**config.mk**
```make
export PLATFORM = sky130hd
export DESIGN_NAME = timer_flag_event_logic
export DESIGN_NICKNAME = d
export VERILOG_FILES = /design/src/verilog/timer_flag_pkg.sv /design/src/verilog/flag_clear_cell.sv /design/src/verilog/timer_flag_event_logic.sv
export VERILOG_INCLUDE_DIRS = /design/src /design/src/verilog
export SDC_FILE = /design/constraint.sdc
export NUM_CORES = 1
export LEC_CHECK = 0
export BUFFER_PORTS_ARGS = -buffer_cell sky130_fd_sc_hd__buf_2
export CORE_MARGIN = 2
export CORE_UTILIZATION = 40
export CTS_BUF_LIST = sky130_fd_sc_hd__clkbuf_4
export DETAILED_ROUTE_END_ITERATION = 10
export PLACE_DENSITY_LB_ADDON = 0.12
export REMOVE_ABC_BUFFERS = 1
export SETUP_SLACK_MARGIN = 0.5
export SYNTH_ARGS = -nofsm -noshare
export SYNTH_HDL_FRONTEND = slang
export SYNTH_SLANG_ARGS = --single-unit
```
**constraint.sdc**
```tcl
create_clock -name clk -period 7.1 [get_ports clk]
set_input_delay 0 -clock clk [delete_from_list [all_inputs] [get_ports clk]]
set_output_delay 0 -clock clk [all_outputs]
set_load 0.05 [all_outputs]
```
**src/verilog/timer_flag_regs.svh**
```systemverilog
// Register offsets, field positions and reset values of the timer flag block
`ifndef TIMER_FLAG_REGS_SVH
`define TIMER_FLAG_REGS_SVH

`define TFE_ADDR_CTRL 4'h0
`define TFE_ADDR_MOD 4'h1
`define TFE_ADDR_CNT 4'h2
`define TFE_ADDR_STATUS 4'h3
`define TFE_ADDR_MASK 4'h4
`define TFE_ADDR_CH0CTRL 4'h5
`define TFE_ADDR_CH1CTRL 4'h6
`define TFE_ADDR_CH0VAL 4'h7
`define TFE_ADDR_CH1VAL 4'h8

`define TFE_CTRL_RUN 0
`define TFE_CTRL_CENTER 1
`define TFE_CTRL_PRE_LO 2
`define TFE_CTRL_PRE_HI 5
`define TFE_CHC_MODE_LO 0
`define TFE_CHC_MODE_HI 1
`define TFE_CHC_EDGE_LO 2
`define TFE_CHC_EDGE_HI 3

`define TFE_STAT_WRAP 0
`define TFE_STAT_CH0 1

`define TFE_CTRL_RESET 16'h0000
`define TFE_MOD_RESET 16'h0000
`define TFE_CNT_RESET 16'h0000
`define TFE_CNT_TOP 16'hffff
`define TFE_ZERO16 16'h0000

`endif

```
**src/verilog/timer_flag_pkg.sv**
```systemverilog
// Types shared by the timer flag block
package timer_flag_pkg;
  typedef enum logic [1:0] {
    CH_CAPTURE = 2'b00,
    CH_COMPARE = 2'b01,
    CH_PWM = 2'b10,
    CH_OFF = 2'b11
  } ch_mode_t;

  typedef enum logic [1:0] {
    EDGE_NONE = 2'b00,
    EDGE_RISE = 2'b01,
    EDGE_FALL = 2'b10,
    EDGE_ANY = 2'b11
  } edge_sel_t;

  typedef enum logic [0:0] {
    DIR_UP = 1'b0,
    DIR_DOWN = 1'b1
  } count_dir_t;
endpackage : timer_flag_pkg

```
**src/verilog/flag_clear_cell.sv**
```systemverilog
// One event flag with read-then-write-zero clearing
`timescale 1ns/10ps
module flag_clear_cell (
  input wire logic clk,
  input wire logic resetn,
  input wire logic setEvent,
  input wire logic readSeen,
  input wire logic writeZero,
  output logic flag
);
  logic flag_reg;
  logic flag_next;
  logic armed_reg;
  logic armed_next;

  // Arm on a read of the set flag; any new event disarms so it stays set
  always_comb begin
    flag_next = flag_reg;
    armed_next = armed_reg;
    if (setEvent) begin
      flag_next = 1'b1;
      armed_next = 1'b0;
    end else if (writeZero && armed_reg) begin
      flag_next = 1'b0;
      armed_next = 1'b0;
    end else if (readSeen && flag_reg) begin
      armed_next = 1'b1;
    end
  end

  // Flag state registers
  always_ff @(posedge clk or negedge resetn) begin
    if (!resetn) begin
      flag_reg <= 1'b0;
      armed_reg <= 1'b0;
    end else begin
      flag_reg <= flag_next;
      armed_reg <= armed_next;
    end
  end

  assign flag = flag_reg;

  a_clear_needs_read: assert property (@(posedge clk)
    disable iff (!resetn)
    $fell(flag_reg) |-> $past(armed_reg) && $past(writeZero)
    && !$past(setEvent))
    else $error("Flag cleared without a prior read");
  a_event_keeps_set: assert property (@(posedge clk)
    disable iff (!resetn)
    setEvent |=> flag_reg)
    else $error("Event did not set flag");
endmodule : flag_clear_cell

```
**src/verilog/timer_flag_event_logic.sv**
```systemverilog
// Timer counter with wrap and channel event flags and interrupt
//
// The implementer's own choices: the strobed register port and the address map.
`timescale 1ns/10ps
`include "timer_flag_regs.svh"
module timer_flag_event_logic #(
  parameter int NCH = 2
) (
  input wire logic clk,
  input wire logic resetn,
  input wire logic [3:0] addr,
  input wire logic [15:0] wdata,
  input wire logic wr,
  input wire logic rd,
  output logic [15:0] rdata,
  input wire logic [NCH-1:0] chIn,
  output logic [NCH-1:0] chOut,
  output logic irq
);
  import timer_flag_pkg::*;

  localparam int NF = NCH + 1;

  logic [15:0] ctrl_reg, ctrl_next;
  logic [15:0] mod_reg, mod_next;
  logic [15:0] cnt_reg, cnt_next;
  logic [NF-1:0] mask_reg, mask_next;
  logic [3:0] chCtrl_reg [NCH];
  logic [15:0] chVal_reg [NCH];
  logic [3:0] pre_reg, pre_next;
  count_dir_t dir_reg, dir_next;
  logic [15:0] rdata_reg, rdata_next;
  logic irq_reg;
  logic [NCH-1:0] out_reg;
  logic [NCH-1:0] sync1_reg, sync2_reg, prev_reg;
  logic [NF-1:0] flags;
  logic [NF-1:0] setEv;
  logic tick;
  logic wrapEv;
  logic running;
  logic center;
  logic [15:0] top;
  logic statRead;
  logic statWrite;

  assign running = ctrl_reg[`TFE_CTRL_RUN];
  assign center = ctrl_reg[`TFE_CTRL_CENTER];
  assign top = (mod_reg == `TFE_ZERO16) ? `TFE_CNT_TOP : mod_reg;
  assign statRead = rd && (addr == `TFE_ADDR_STATUS);
  assign statWrite = wr && (addr == `TFE_ADDR_STATUS);

  // Prescaler: counting clock enable every 2^pre cycles, every 16 cycles for pre 4 and above
  always_comb begin
    pre_next = pre_reg + 4'h1;
    tick = 1'b0;
    case (ctrl_reg[`TFE_CTRL_PRE_HI:`TFE_CTRL_PRE_LO])
      4'h0: tick = 1'b1;
      4'h1: tick = pre_reg[0];
      4'h2: tick = &pre_reg[1:0];
      4'h3: tick = &pre_reg[2:0];
      default: tick = &pre_reg;
    endcase
    tick = tick && running;
    if (!running) begin
      pre_next = 4'h0;
    end
  end

  // Counter and direction with wrap event
  always_comb begin
    cnt_next = cnt_reg;
    dir_next = dir_reg;
    wrapEv = 1'b0;
    if (tick) begin
      if (!center) begin
        dir_next = DIR_UP;
        if (cnt_reg == top) begin
          cnt_next = `TFE_CNT_RESET;
          wrapEv = 1'b1;
        end else begin
          cnt_next = cnt_reg + 16'h0001;
        end
      end else if (dir_reg == DIR_UP) begin
        if (cnt_reg >= mod_reg) begin
          dir_next = DIR_DOWN;
          cnt_next = cnt_reg - 16'h0001;
          wrapEv = 1'b1;
        end else begin
          cnt_next = cnt_reg + 16'h0001;
        end
      end else begin
        if (cnt_reg == `TFE_ZERO16) begin
          dir_next = DIR_UP;
          cnt_next = cnt_reg + 16'h0001;
        end else begin
          cnt_next = cnt_reg - 16'h0001;
        end
      end
    end
  end

  assign setEv[0] = wrapEv;

  // Per-channel input sync, edge detect and compare events
  genvar g;
  generate
    for (g = 0; g < NCH; g++) begin : gCh
      logic match;
      logic rise;
      logic fall;
      logic edgeHit;
      logic outNext;
      ch_mode_t mode;
      edge_sel_t esel;
      assign mode = ch_mode_t'(chCtrl_reg[g][`TFE_CHC_MODE_HI:`TFE_CHC_MODE_LO]);
      assign esel = edge_sel_t'(chCtrl_reg[g][`TFE_CHC_EDGE_HI:`TFE_CHC_EDGE_LO]);
      assign match = tick && (cnt_reg == chVal_reg[g]);
      assign rise = sync2_reg[g] && !prev_reg[g];
      assign fall = !sync2_reg[g] && prev_reg[g];
      // Edge select decode
      always_comb begin
        case (esel)
          EDGE_RISE: edgeHit = rise;
          EDGE_FALL: edgeHit = fall;
          EDGE_ANY: edgeHit = rise || fall;
          default: edgeHit = 1'b0;
        endcase
      end
      // Channel event: capture edge or counter match in any compare mode
      always_comb begin
        outNext = out_reg[g];
        case (mode)
          CH_CAPTURE: setEv[g+1] = edgeHit;
          CH_COMPARE: setEv[g+1] = match;
          CH_PWM: setEv[g+1] = match;
          default: setEv[g+1] = 1'b0;
        endcase
        if (mode == CH_COMPARE && match) begin
          outNext = !out_reg[g];
        end else if (mode == CH_PWM) begin
          if (match) begin
            outNext = 1'b0;
            if (center && dir_reg == DIR_DOWN) begin
              outNext = 1'b1;
            end
          end else if (wrapEv && !center) begin
            outNext = 1'b1;
          end
        end
      end
      // Sync stages, edge history and pin output
      always_ff @(posedge clk or negedge resetn) begin
        if (!resetn) begin
          sync1_reg[g] <= 1'b0;
          sync2_reg[g] <= 1'b0;
          prev_reg[g] <= 1'b0;
          out_reg[g] <= 1'b0;
        end else begin
          sync1_reg[g] <= chIn[g];
          sync2_reg[g] <= sync1_reg[g];
          prev_reg[g] <= sync2_reg[g];
          out_reg[g] <= outNext;
        end
      end
      // Channel configuration written by software
      always_ff @(posedge clk or negedge resetn) begin
        if (!resetn) begin
          chCtrl_reg[g] <= 4'h0;
          chVal_reg[g] <= `TFE_ZERO16;
        end else begin
          if (wr && addr == `TFE_ADDR_CH0CTRL + 4'(g)) begin
            chCtrl_reg[g] <= wdata[3:0];
          end
          if (wr && addr == `TFE_ADDR_CH0VAL + 4'(g)) begin
            chVal_reg[g] <= wdata;
          end
        end
      end
    end
    // Event flags, cleared by read-then-write-zero
    for (g = 0; g < NF; g++) begin : gFlag
      flag_clear_cell uFlag (
        .clk(clk),
        .resetn(resetn),
        .setEvent(setEv[g]),
        .readSeen(statRead),
        .writeZero(statWrite && !wdata[g]),
        .flag(flags[g])
      );
    end
  endgenerate

  // Register writes and read mux
  always_comb begin
    ctrl_next = ctrl_reg;
    mod_next = mod_reg;
    mask_next = mask_reg;
    rdata_next = `TFE_ZERO16;
    if (wr) begin
      case (addr)
        `TFE_ADDR_CTRL: ctrl_next = wdata;
        `TFE_ADDR_MOD: mod_next = wdata;
        `TFE_ADDR_MASK: mask_next = wdata[NF-1:0];
        default: ;
      endcase
    end
    if (rd) begin
      case (addr)
        `TFE_ADDR_CTRL: rdata_next = ctrl_reg;
        `TFE_ADDR_MOD: rdata_next = mod_reg;
        `TFE_ADDR_CNT: rdata_next = cnt_reg;
        `TFE_ADDR_STATUS: rdata_next = 16'(flags);
        `TFE_ADDR_MASK: rdata_next = 16'(mask_reg);
        `TFE_ADDR_CH0CTRL: rdata_next = 16'(chCtrl_reg[0]);
        `TFE_ADDR_CH1CTRL: rdata_next = 16'(chCtrl_reg[1]);
        `TFE_ADDR_CH0VAL: rdata_next = chVal_reg[0];
        `TFE_ADDR_CH1VAL: rdata_next = chVal_reg[1];
        default: rdata_next = `TFE_ZERO16;
      endcase
    end
  end

  // Register state
  always_ff @(posedge clk or negedge resetn) begin
    if (!resetn) begin
      ctrl_reg <= `TFE_CTRL_RESET;
      mod_reg <= `TFE_MOD_RESET;
      cnt_reg <= `TFE_CNT_RESET;
      mask_reg <= '0;
      pre_reg <= 4'h0;
      dir_reg <= DIR_UP;
      rdata_reg <= `TFE_ZERO16;
      irq_reg <= 1'b0;
    end else begin
      ctrl_reg <= ctrl_next;
      mod_reg <= mod_next;
      cnt_reg <= cnt_next;
      mask_reg <= mask_next;
      pre_reg <= pre_next;
      dir_reg <= dir_next;
      rdata_reg <= rdata_next;
      irq_reg <= |(flags & mask_reg);
    end
  end

  assign rdata = rdata_reg;
  assign irq = irq_reg;
  assign chOut = out_reg;

  a_free_wrap: assert property (@(posedge clk)
    disable iff (!resetn)
    tick && !center && mod_reg == `TFE_ZERO16 && cnt_reg == `TFE_CNT_TOP
    |=> cnt_reg == `TFE_ZERO16 && flags[0])
    else $error("Free wrap missed");
  a_mod_wrap: assert property (@(posedge clk)
    disable iff (!resetn)
    tick && !center && mod_reg != `TFE_ZERO16 && cnt_reg == mod_reg
    |=> cnt_reg == `TFE_ZERO16 && flags[0])
    else $error("Modulus wrap missed");
  a_turn_down: assert property (@(posedge clk)
    disable iff (!resetn)
    tick && center && dir_reg == DIR_UP && cnt_reg == mod_reg
    && mod_reg != `TFE_ZERO16
    |=> dir_reg == DIR_DOWN && flags[0])
    else $error("Direction turn missed");
  a_center_mid: assert property (@(posedge clk)
    disable iff (!resetn)
    tick && center && dir_reg == DIR_DOWN && cnt_reg == `TFE_ZERO16
    |-> !wrapEv)
    else $error("Wrap at period middle");
  a_ch_match: assert property (@(posedge clk)
    disable iff (!resetn)
    tick && chCtrl_reg[0][1:0] != 2'b00 && chCtrl_reg[0][1:0] != 2'b11
    && cnt_reg == chVal_reg[0] |=> flags[1])
    else $error("Channel match flag missed");
  a_cap_off: assert property (@(posedge clk)
    disable iff (!resetn)
    chCtrl_reg[0] == 4'h0 |-> !setEv[1])
    else $error("Capture fired while off");
  a_cap_rise: assert property (@(posedge clk)
    disable iff (!resetn)
    chCtrl_reg[1] == 4'h4 && sync2_reg[1] && !prev_reg[1]
    |=> flags[2])
    else $error("Rising capture missed");
  a_irq_level: assert property (@(posedge clk)
    disable iff (!resetn)
    |(flags & mask_reg) |=> irq)
    else $error("Interrupt not raised");
  a_irq_quiet: assert property (@(posedge clk)
    disable iff (!resetn)
    !(|(flags & mask_reg)) |=> !irq)
    else $error("Interrupt raised with no enabled flag");
  a_flag_hold: assert property (@(posedge clk)
    disable iff (!resetn)
    flags[1] && !statWrite |=> flags[1])
    else $error("Flag dropped without clear");

  c_wrap: cover property (@(posedge clk) disable iff (!resetn) wrapEv);
  c_center_turn: cover property (@(posedge clk) disable iff (!resetn)
    center && $rose(dir_reg));
  c_capture: cover property (@(posedge clk) disable iff (!resetn)
    setEv[2] && chCtrl_reg[1][1:0] == 2'b00);
  c_irq: cover property (@(posedge clk) disable iff (!resetn) $rose(irq_reg));
endmodule : timer_flag_event_logic

```
==> summary.txt, run 1 <==
run status = completed
type of origin of the critical path = flip-flop
Setup TNS Final = 0 ps
layout cell share with drive strength beyond 1 = 22.3%
CTS Buf Count = 17
P per Cell Area = 272 nW/um^2
first-pass GRT wire length = 37000 um
post-CTS resize count = 0
max_slew headroom = 11.7%
Die Wd = 144 um
Top FF cell, synth = dfrtp_1
Clock H-tree levels = 4
fin. max-slew vios = 0
GPL Wtd Cong = 0.824
Unique masters post-synth = 70
Final ANT Viol Nets = 0
hold_buf cts = 26
vias in the first global route = 6579
Worst Setup End Kind = flip-flop
net count reported at finish = 897
Detailed Place HPWL = 15800 um
most common cell after layout, fill and taps aside = dfrtp_1
Mapped Avg Cell Area = 9.99 sq um
worst-skew pair later-pin latency = 540 ps
placed instance area = 8320 sq um
worst-margin pin slew = 1310 ps
Syn Inst Count = 789
Final min period = 3740 ps
unrepaired setup endpoints after global routing = false
Die Ht = 144 um
largest cells by area after synthesis = dfrtp_1 40%, mux2_2 12%, ha_1 5.2%
Worst-path clk slew = 130 ps
Layout area overhead = 12.7%
first drt pass iteration count = 8
R2R Setup Slk = 3360 ps
fin area = 8880 sq um
ys async rst share = 100%
final wirelength = 23000 um
Final setup viols = 0
WHS = 90.0 ps
max frequency = 268 MHz
Seq/Total Area, Yosys = 40.3%
CP required = 7520 ps
Critical R2R Capture = cnt_reg[12]$_DFFE_PN0P_
Worst Path Max Fanout = 19
clk sink count = 127
via count = 6417
Worst R2R Path Depth = 10
reg-to-reg critical path startpoint = cnt_reg[0]$_DFFE_PN0P_
max FFs per register = 32
Final Hold Violating Endpoints = 0
most frequent cells in the layout = 127 x dfrtp_1, 85 x mux2_2, 63 x nand2_1
WP data arrival = 4150 ps
Post-synth EDFFs = 0
drt drc = 0
max_cap viols = 0
Setup Fix Bufs, Post-CTS = 0
top-area cell type share of the netlist area = 40.3%
core box area = 19400 sq um
grt total ovfl = 0
GRT Overall Usage = 23.4%
Critical path origin = cnt_reg[0]$_DFFE_PN0P_
Worst setup endpoint = cnt_reg[12]$_DFFE_PN0P_
starting density of the core = 40.6%
CP Class = reg -> reg
CTS max path bufs = 2
IO Pins = 45
Worst Hold Class = in -> reg
I/O Buffers = 44
register bit count reported by yosys = 127
Iter 0 DRT Violations = 450
Die Footprint = 20800 sq um
CTS tree = yes
fin crit share = 52.6%
via/cell ratio = 5.74
Mapped Area = 7880 sq um
top cell type by total area after synthesis = dfrtp_1
WL/cell = 20.6 um
static leakage = 3.77 nW
Row Count = 51
power consumption = 2.42 mW
initial antenna violation count = 1
peak supply drop = 0.149 mV
YS warnings = 0
pin count of the biggest net entering global routing = 66
Clock Skew = 25.8 ps
CTS Root Cell = clkbuf_4
==> synth_stat cells, types with 15 or more instances <==
| cell type | number |
|---|---|
| a21oi_1 | 41 |
| a41oi_1 | 17 |
| clkbuf_1 | 37 |
| dfrtp_1 | 127 |
| ha_1 | 33 |
| inv_1 | 39 |
| mux2_2 | 85 |
| mux2i_1 | 16 |
| nand2_1 | 63 |
| nand3_1 | 22 |
| nor2_1 | 35 |
| nor3_1 | 16 |
| nor4_1 | 15 |
| o21ai_0 | 29 |
| xnor2_1 | 18 |
| xor2_1 | 34 |
==> critical path: stages (launching register included) <==
cell	delay, ps
dfrtp_1	840
inv_1	240
ha_1	330
nand2b_1	90
a2111oi_0	80
or4b_1	590
nand3_2	240
nand2_4	190
nor4_1	470
o31ai_1	140
a2111oi_2	400
==> cell type report <==
cell class / instances / area [sq um]
Timing Repair Buffer: 80 / 562
Clock inverter: 15 / 173
Antenna cell: 1 / 2.50
Sequential cell: 127 / 3180
Fill cell: 1905 / 10500
Tap cell: 265 / 332
Clock buffer: 17 / 128
Multi-Input combinational cell: 573 / 4360
Inverter: 39 / 146
==> power breakdown <==
part | switching [mW] | total (mW) | internal, mW
sequential | 0.232 | 1.10 | 0.865
combinational | 0.442 | 0.778 | 0.336
clock | 0.323 | 0.542 | 0.220
total | 0.997 | 2.42 | 1.42
==> layer usage <==
metal / vias up / routed length (um) / part of all wire [%] / GRT usage (%)
li1: 3010 / - / - / -
met1: 3223 / 10800 / 47 / 32.4
met2: 165 / 11100 / 48 / 38.4
met3: 19 / 895 / 3.9 / 3.77
met4: 0 / 253 / 1.1 / 5.62
met5: - / 0 / 0 / 0
==> through the flow <==
step	util [%]	instances	worst slack [ps]
global placement	42.9	1058	3510
global route	45.8	1117	3050
CTS	45.8	1116	3400
floorplan	-	739	4060
finish	45.8	1117	3360
detailed placement	42.9	1058	3450
==> cells by family (layout without fill, tap and decap cells) <==
group,count (synthesis),after routing,share of synthesized area [%]
buffers and inverters,89,151,4.54
flip-flops,127,127,40.3
XOR/XNOR,52,52,5.78
AND/OR/NAND/NOR,218,218,14.9
AO/OA/AOI/OAI,168,168,14.9
multiplexers,102,102,14.3
other,0,1,0
adder cells (fa/ha/maj),33,33,5.24
==> worst min-delay path by stage <==
stage | start | to | slack [ps] | cells after the start
floorplan | resetn | chCtrl_reg[0]$_DFFE_PN0P_ | -300 | 0
global placement | resetn | cnt_reg[9]$_DFFE_PN0P_ | 20 | 1
detailed placement | resetn | cnt_reg[9]$_DFFE_PN0P_ | 40 | 1
CTS | chIn[1] | sync1_reg[1]$_DFF_PN0_ | 40 | 2
global route | chIn[1] | sync1_reg[1]$_DFF_PN0_ | 30 | 2
finish | chIn[1] | sync1_reg[1]$_DFF_PN0_ | 90 | 2
Note: power is estimated with default switching activity, not from simulation.
==> run 2: changes to the inputs <==
==> constraint.sdc (replaced) <==
create_clock -name clk -period 3.05 [get_ports clk]
set_input_delay 0 -clock clk [delete_from_list [all_inputs] [get_ports clk]]
set_output_delay 0 -clock clk [all_outputs]
set_load 0.05 [all_outputs]
==> summary.txt, run 2 (synthesis results as in run 1) <==
max_slew headroom = 32.0%
Worst-path clk slew = 140 ps
Non-Filler Instances = 1212
unrepaired setup endpoints after global routing = true
max FFs per register = 32
CTS tree = yes
Final ANT Viol Nets = 0
peak supply drop = 0.374 mV
Detailed Place HPWL = 17200 um
multi-input logic area = 4780 sq um
Clock H-tree levels = 4
layout cell share with drive strength beyond 1 = 38.1%
most frequent cells in the layout = 117 x dfrtp_1, 90 x buf_4, 84 x mux2_2
fin crit share = 91.6%
Worst Hold Class = in -> async
slowest stage delay, CP = 530 ps
worst-margin pin slew = 1020 ps
Die Ht = 144 um
core box area = 19400 sq um
first drt pass iteration count = 8
CP required = 3500 ps
FILL cells = 1805
WL/cell = 20.5 um
most common cell after layout, fill and taps aside = dfrtp_1
GRT Overall Usage = 24.2%
CP Class = reg -> reg
Final Hold Violating Endpoints = 0
type of origin of the critical path = flip-flop
run status = completed
fin. max-slew vios = 0
cell mode on critical path = mux2i_1
max_cap viols = 0
first-pass GRT wire length = 38300 um
Setup TNS Final = 0 ps
CP Cell Sequence = ha_4 -> nand4_1 -> nor3_2 -> or4b_4 -> and3_4 -> nor2_4 -> mux2i_1 -> mux2i_1 -> a221o_1
starting density of the core = 40.6%
Worst Setup End Kind = flip-flop
final wirelength = 24800 um
CTS Root Cell = clkbuf_4
grt total ovfl = 0
GPL Wtd Cong = 0.909
Clock Skew = 31.0 ps
register area = 3190 sq um
placed cells = 1114
CP max stage cell = or4b_4
worst-skew pair later-pin latency = 560 ps
Final setup viols = 0
Die Wd = 144 um
IO Pins = 45
pin count of the biggest net entering global routing = 78
net count reported at finish = 993
P per Cell Area = 630 nW/um^2
initial antenna violation count = 1
CTS Buf Count = 17
I/O Buffers = 44
via count = 6927
clk sink count = 127
Die Footprint = 20800 sq um
via/cell ratio = 5.72
max frequency = 358 MHz
Final min period = 2790 ps
vias in the first global route = 6982
CTS max path bufs = 2
WP data arrival = 3240 ps
Row Count = 51
Layout area overhead = 27.7%
drt drc = 0
static leakage = 4.28 nW
Worst Path Max Fanout = 5
Iter 0 DRT Violations = 522
## run 2: cell type report
cell class	instances	share of cell area [%]
Antenna cell	1	0.0249
Sequential cell	127	31.7
Clock inverter	14	1.33
Timing Repair Buffer	176	13.5
Multi-Input combinational cell	573	47.4
Tap cell	265	3.29
Clock buffer	17	1.27
Inverter	39	1.45
## run 2: stage by stage
stage                     hold WS (ps)  power (mW)  util, %  area, sq um  worst slack (ps)
after global placement            80.6        4.55     45.2         8760               150
after floorplan                   -296        3.68        -         7670              14.0
after CTS                         8.60        6.11     50.1         9720               305
final                             22.5        6.34     51.9        10100               258
after detailed placement          90.3        4.61     45.2         8760             -77.0
after global routing              2.35        6.72     51.9        10100               120
## run 2: worst paths after layout
kind | endpoint | cells after the start | startpoint | slack, ps
max in group asynchronous | mod_reg[3]$_DFFE_PN0P_ | 3 | resetn | 2260
min in group clk | rdata[3]$_DFF_PN0_ | 4 | addr[3] | 50
max reg2reg | cnt_reg[6]$_DFFE_PN0P_ | 9 | cnt_reg[12]$_DFFE_PN0P_ | 260
max | cnt_reg[6]$_DFFE_PN0P_ | 9 | cnt_reg[12]$_DFFE_PN0P_ | 260
min | cnt_reg[10]$_DFFE_PN0P_ | 2 | resetn | 20
min reg2reg | sync2_reg[0]$_DFF_PN0_ | 0 | sync1_reg[0]$_DFF_PN0_ | 380
## run 2: what timing repair did
| item | in CTS | in global routing |
|---|---|---|
| endpoints found under the setup margin | 19 | 23 |
| resized for setup | 71 | 48 |
| endpoints found under the hold margin | 191 | 0 |
| buffers inserted | 25 | 15 |
| hold buffers | 23 | 0 |
| cloned | 1 | 2 |
| pin swaps | 25 | 21 |
## run 2: power by group
group / leakage (nW) / internal (mW) / switching [mW]
combinational: 2.62 / 1.29 / 1.51
clock: 0.123 / 0.411 / 0.748
sequential: 1.54 / 2.02 / 0.362
total: 4.28 / 3.73 / 2.62
## run 2: layer usage
layer  up-vias  track usage (%)  part of all wire (%)
met3        42             4.24                   4.4
li1       3211                -                     -
met2       221             38.4                    48
met5         -                0                     0
met4         0             8.99                   2.8
met1      3453             33.3                    45
## run 2: worst max-delay path, delay by kind of cell, from the launching register on
family / cells / cell delay [ps]
flip-flops: 1 / 480
AND/OR/NAND/NOR: 5 / 1330
AO/OA/AOI/OAI: 1 / 270
adder cells (fa/ha/maj): 1 / 270
multiplexers: 2 / 350
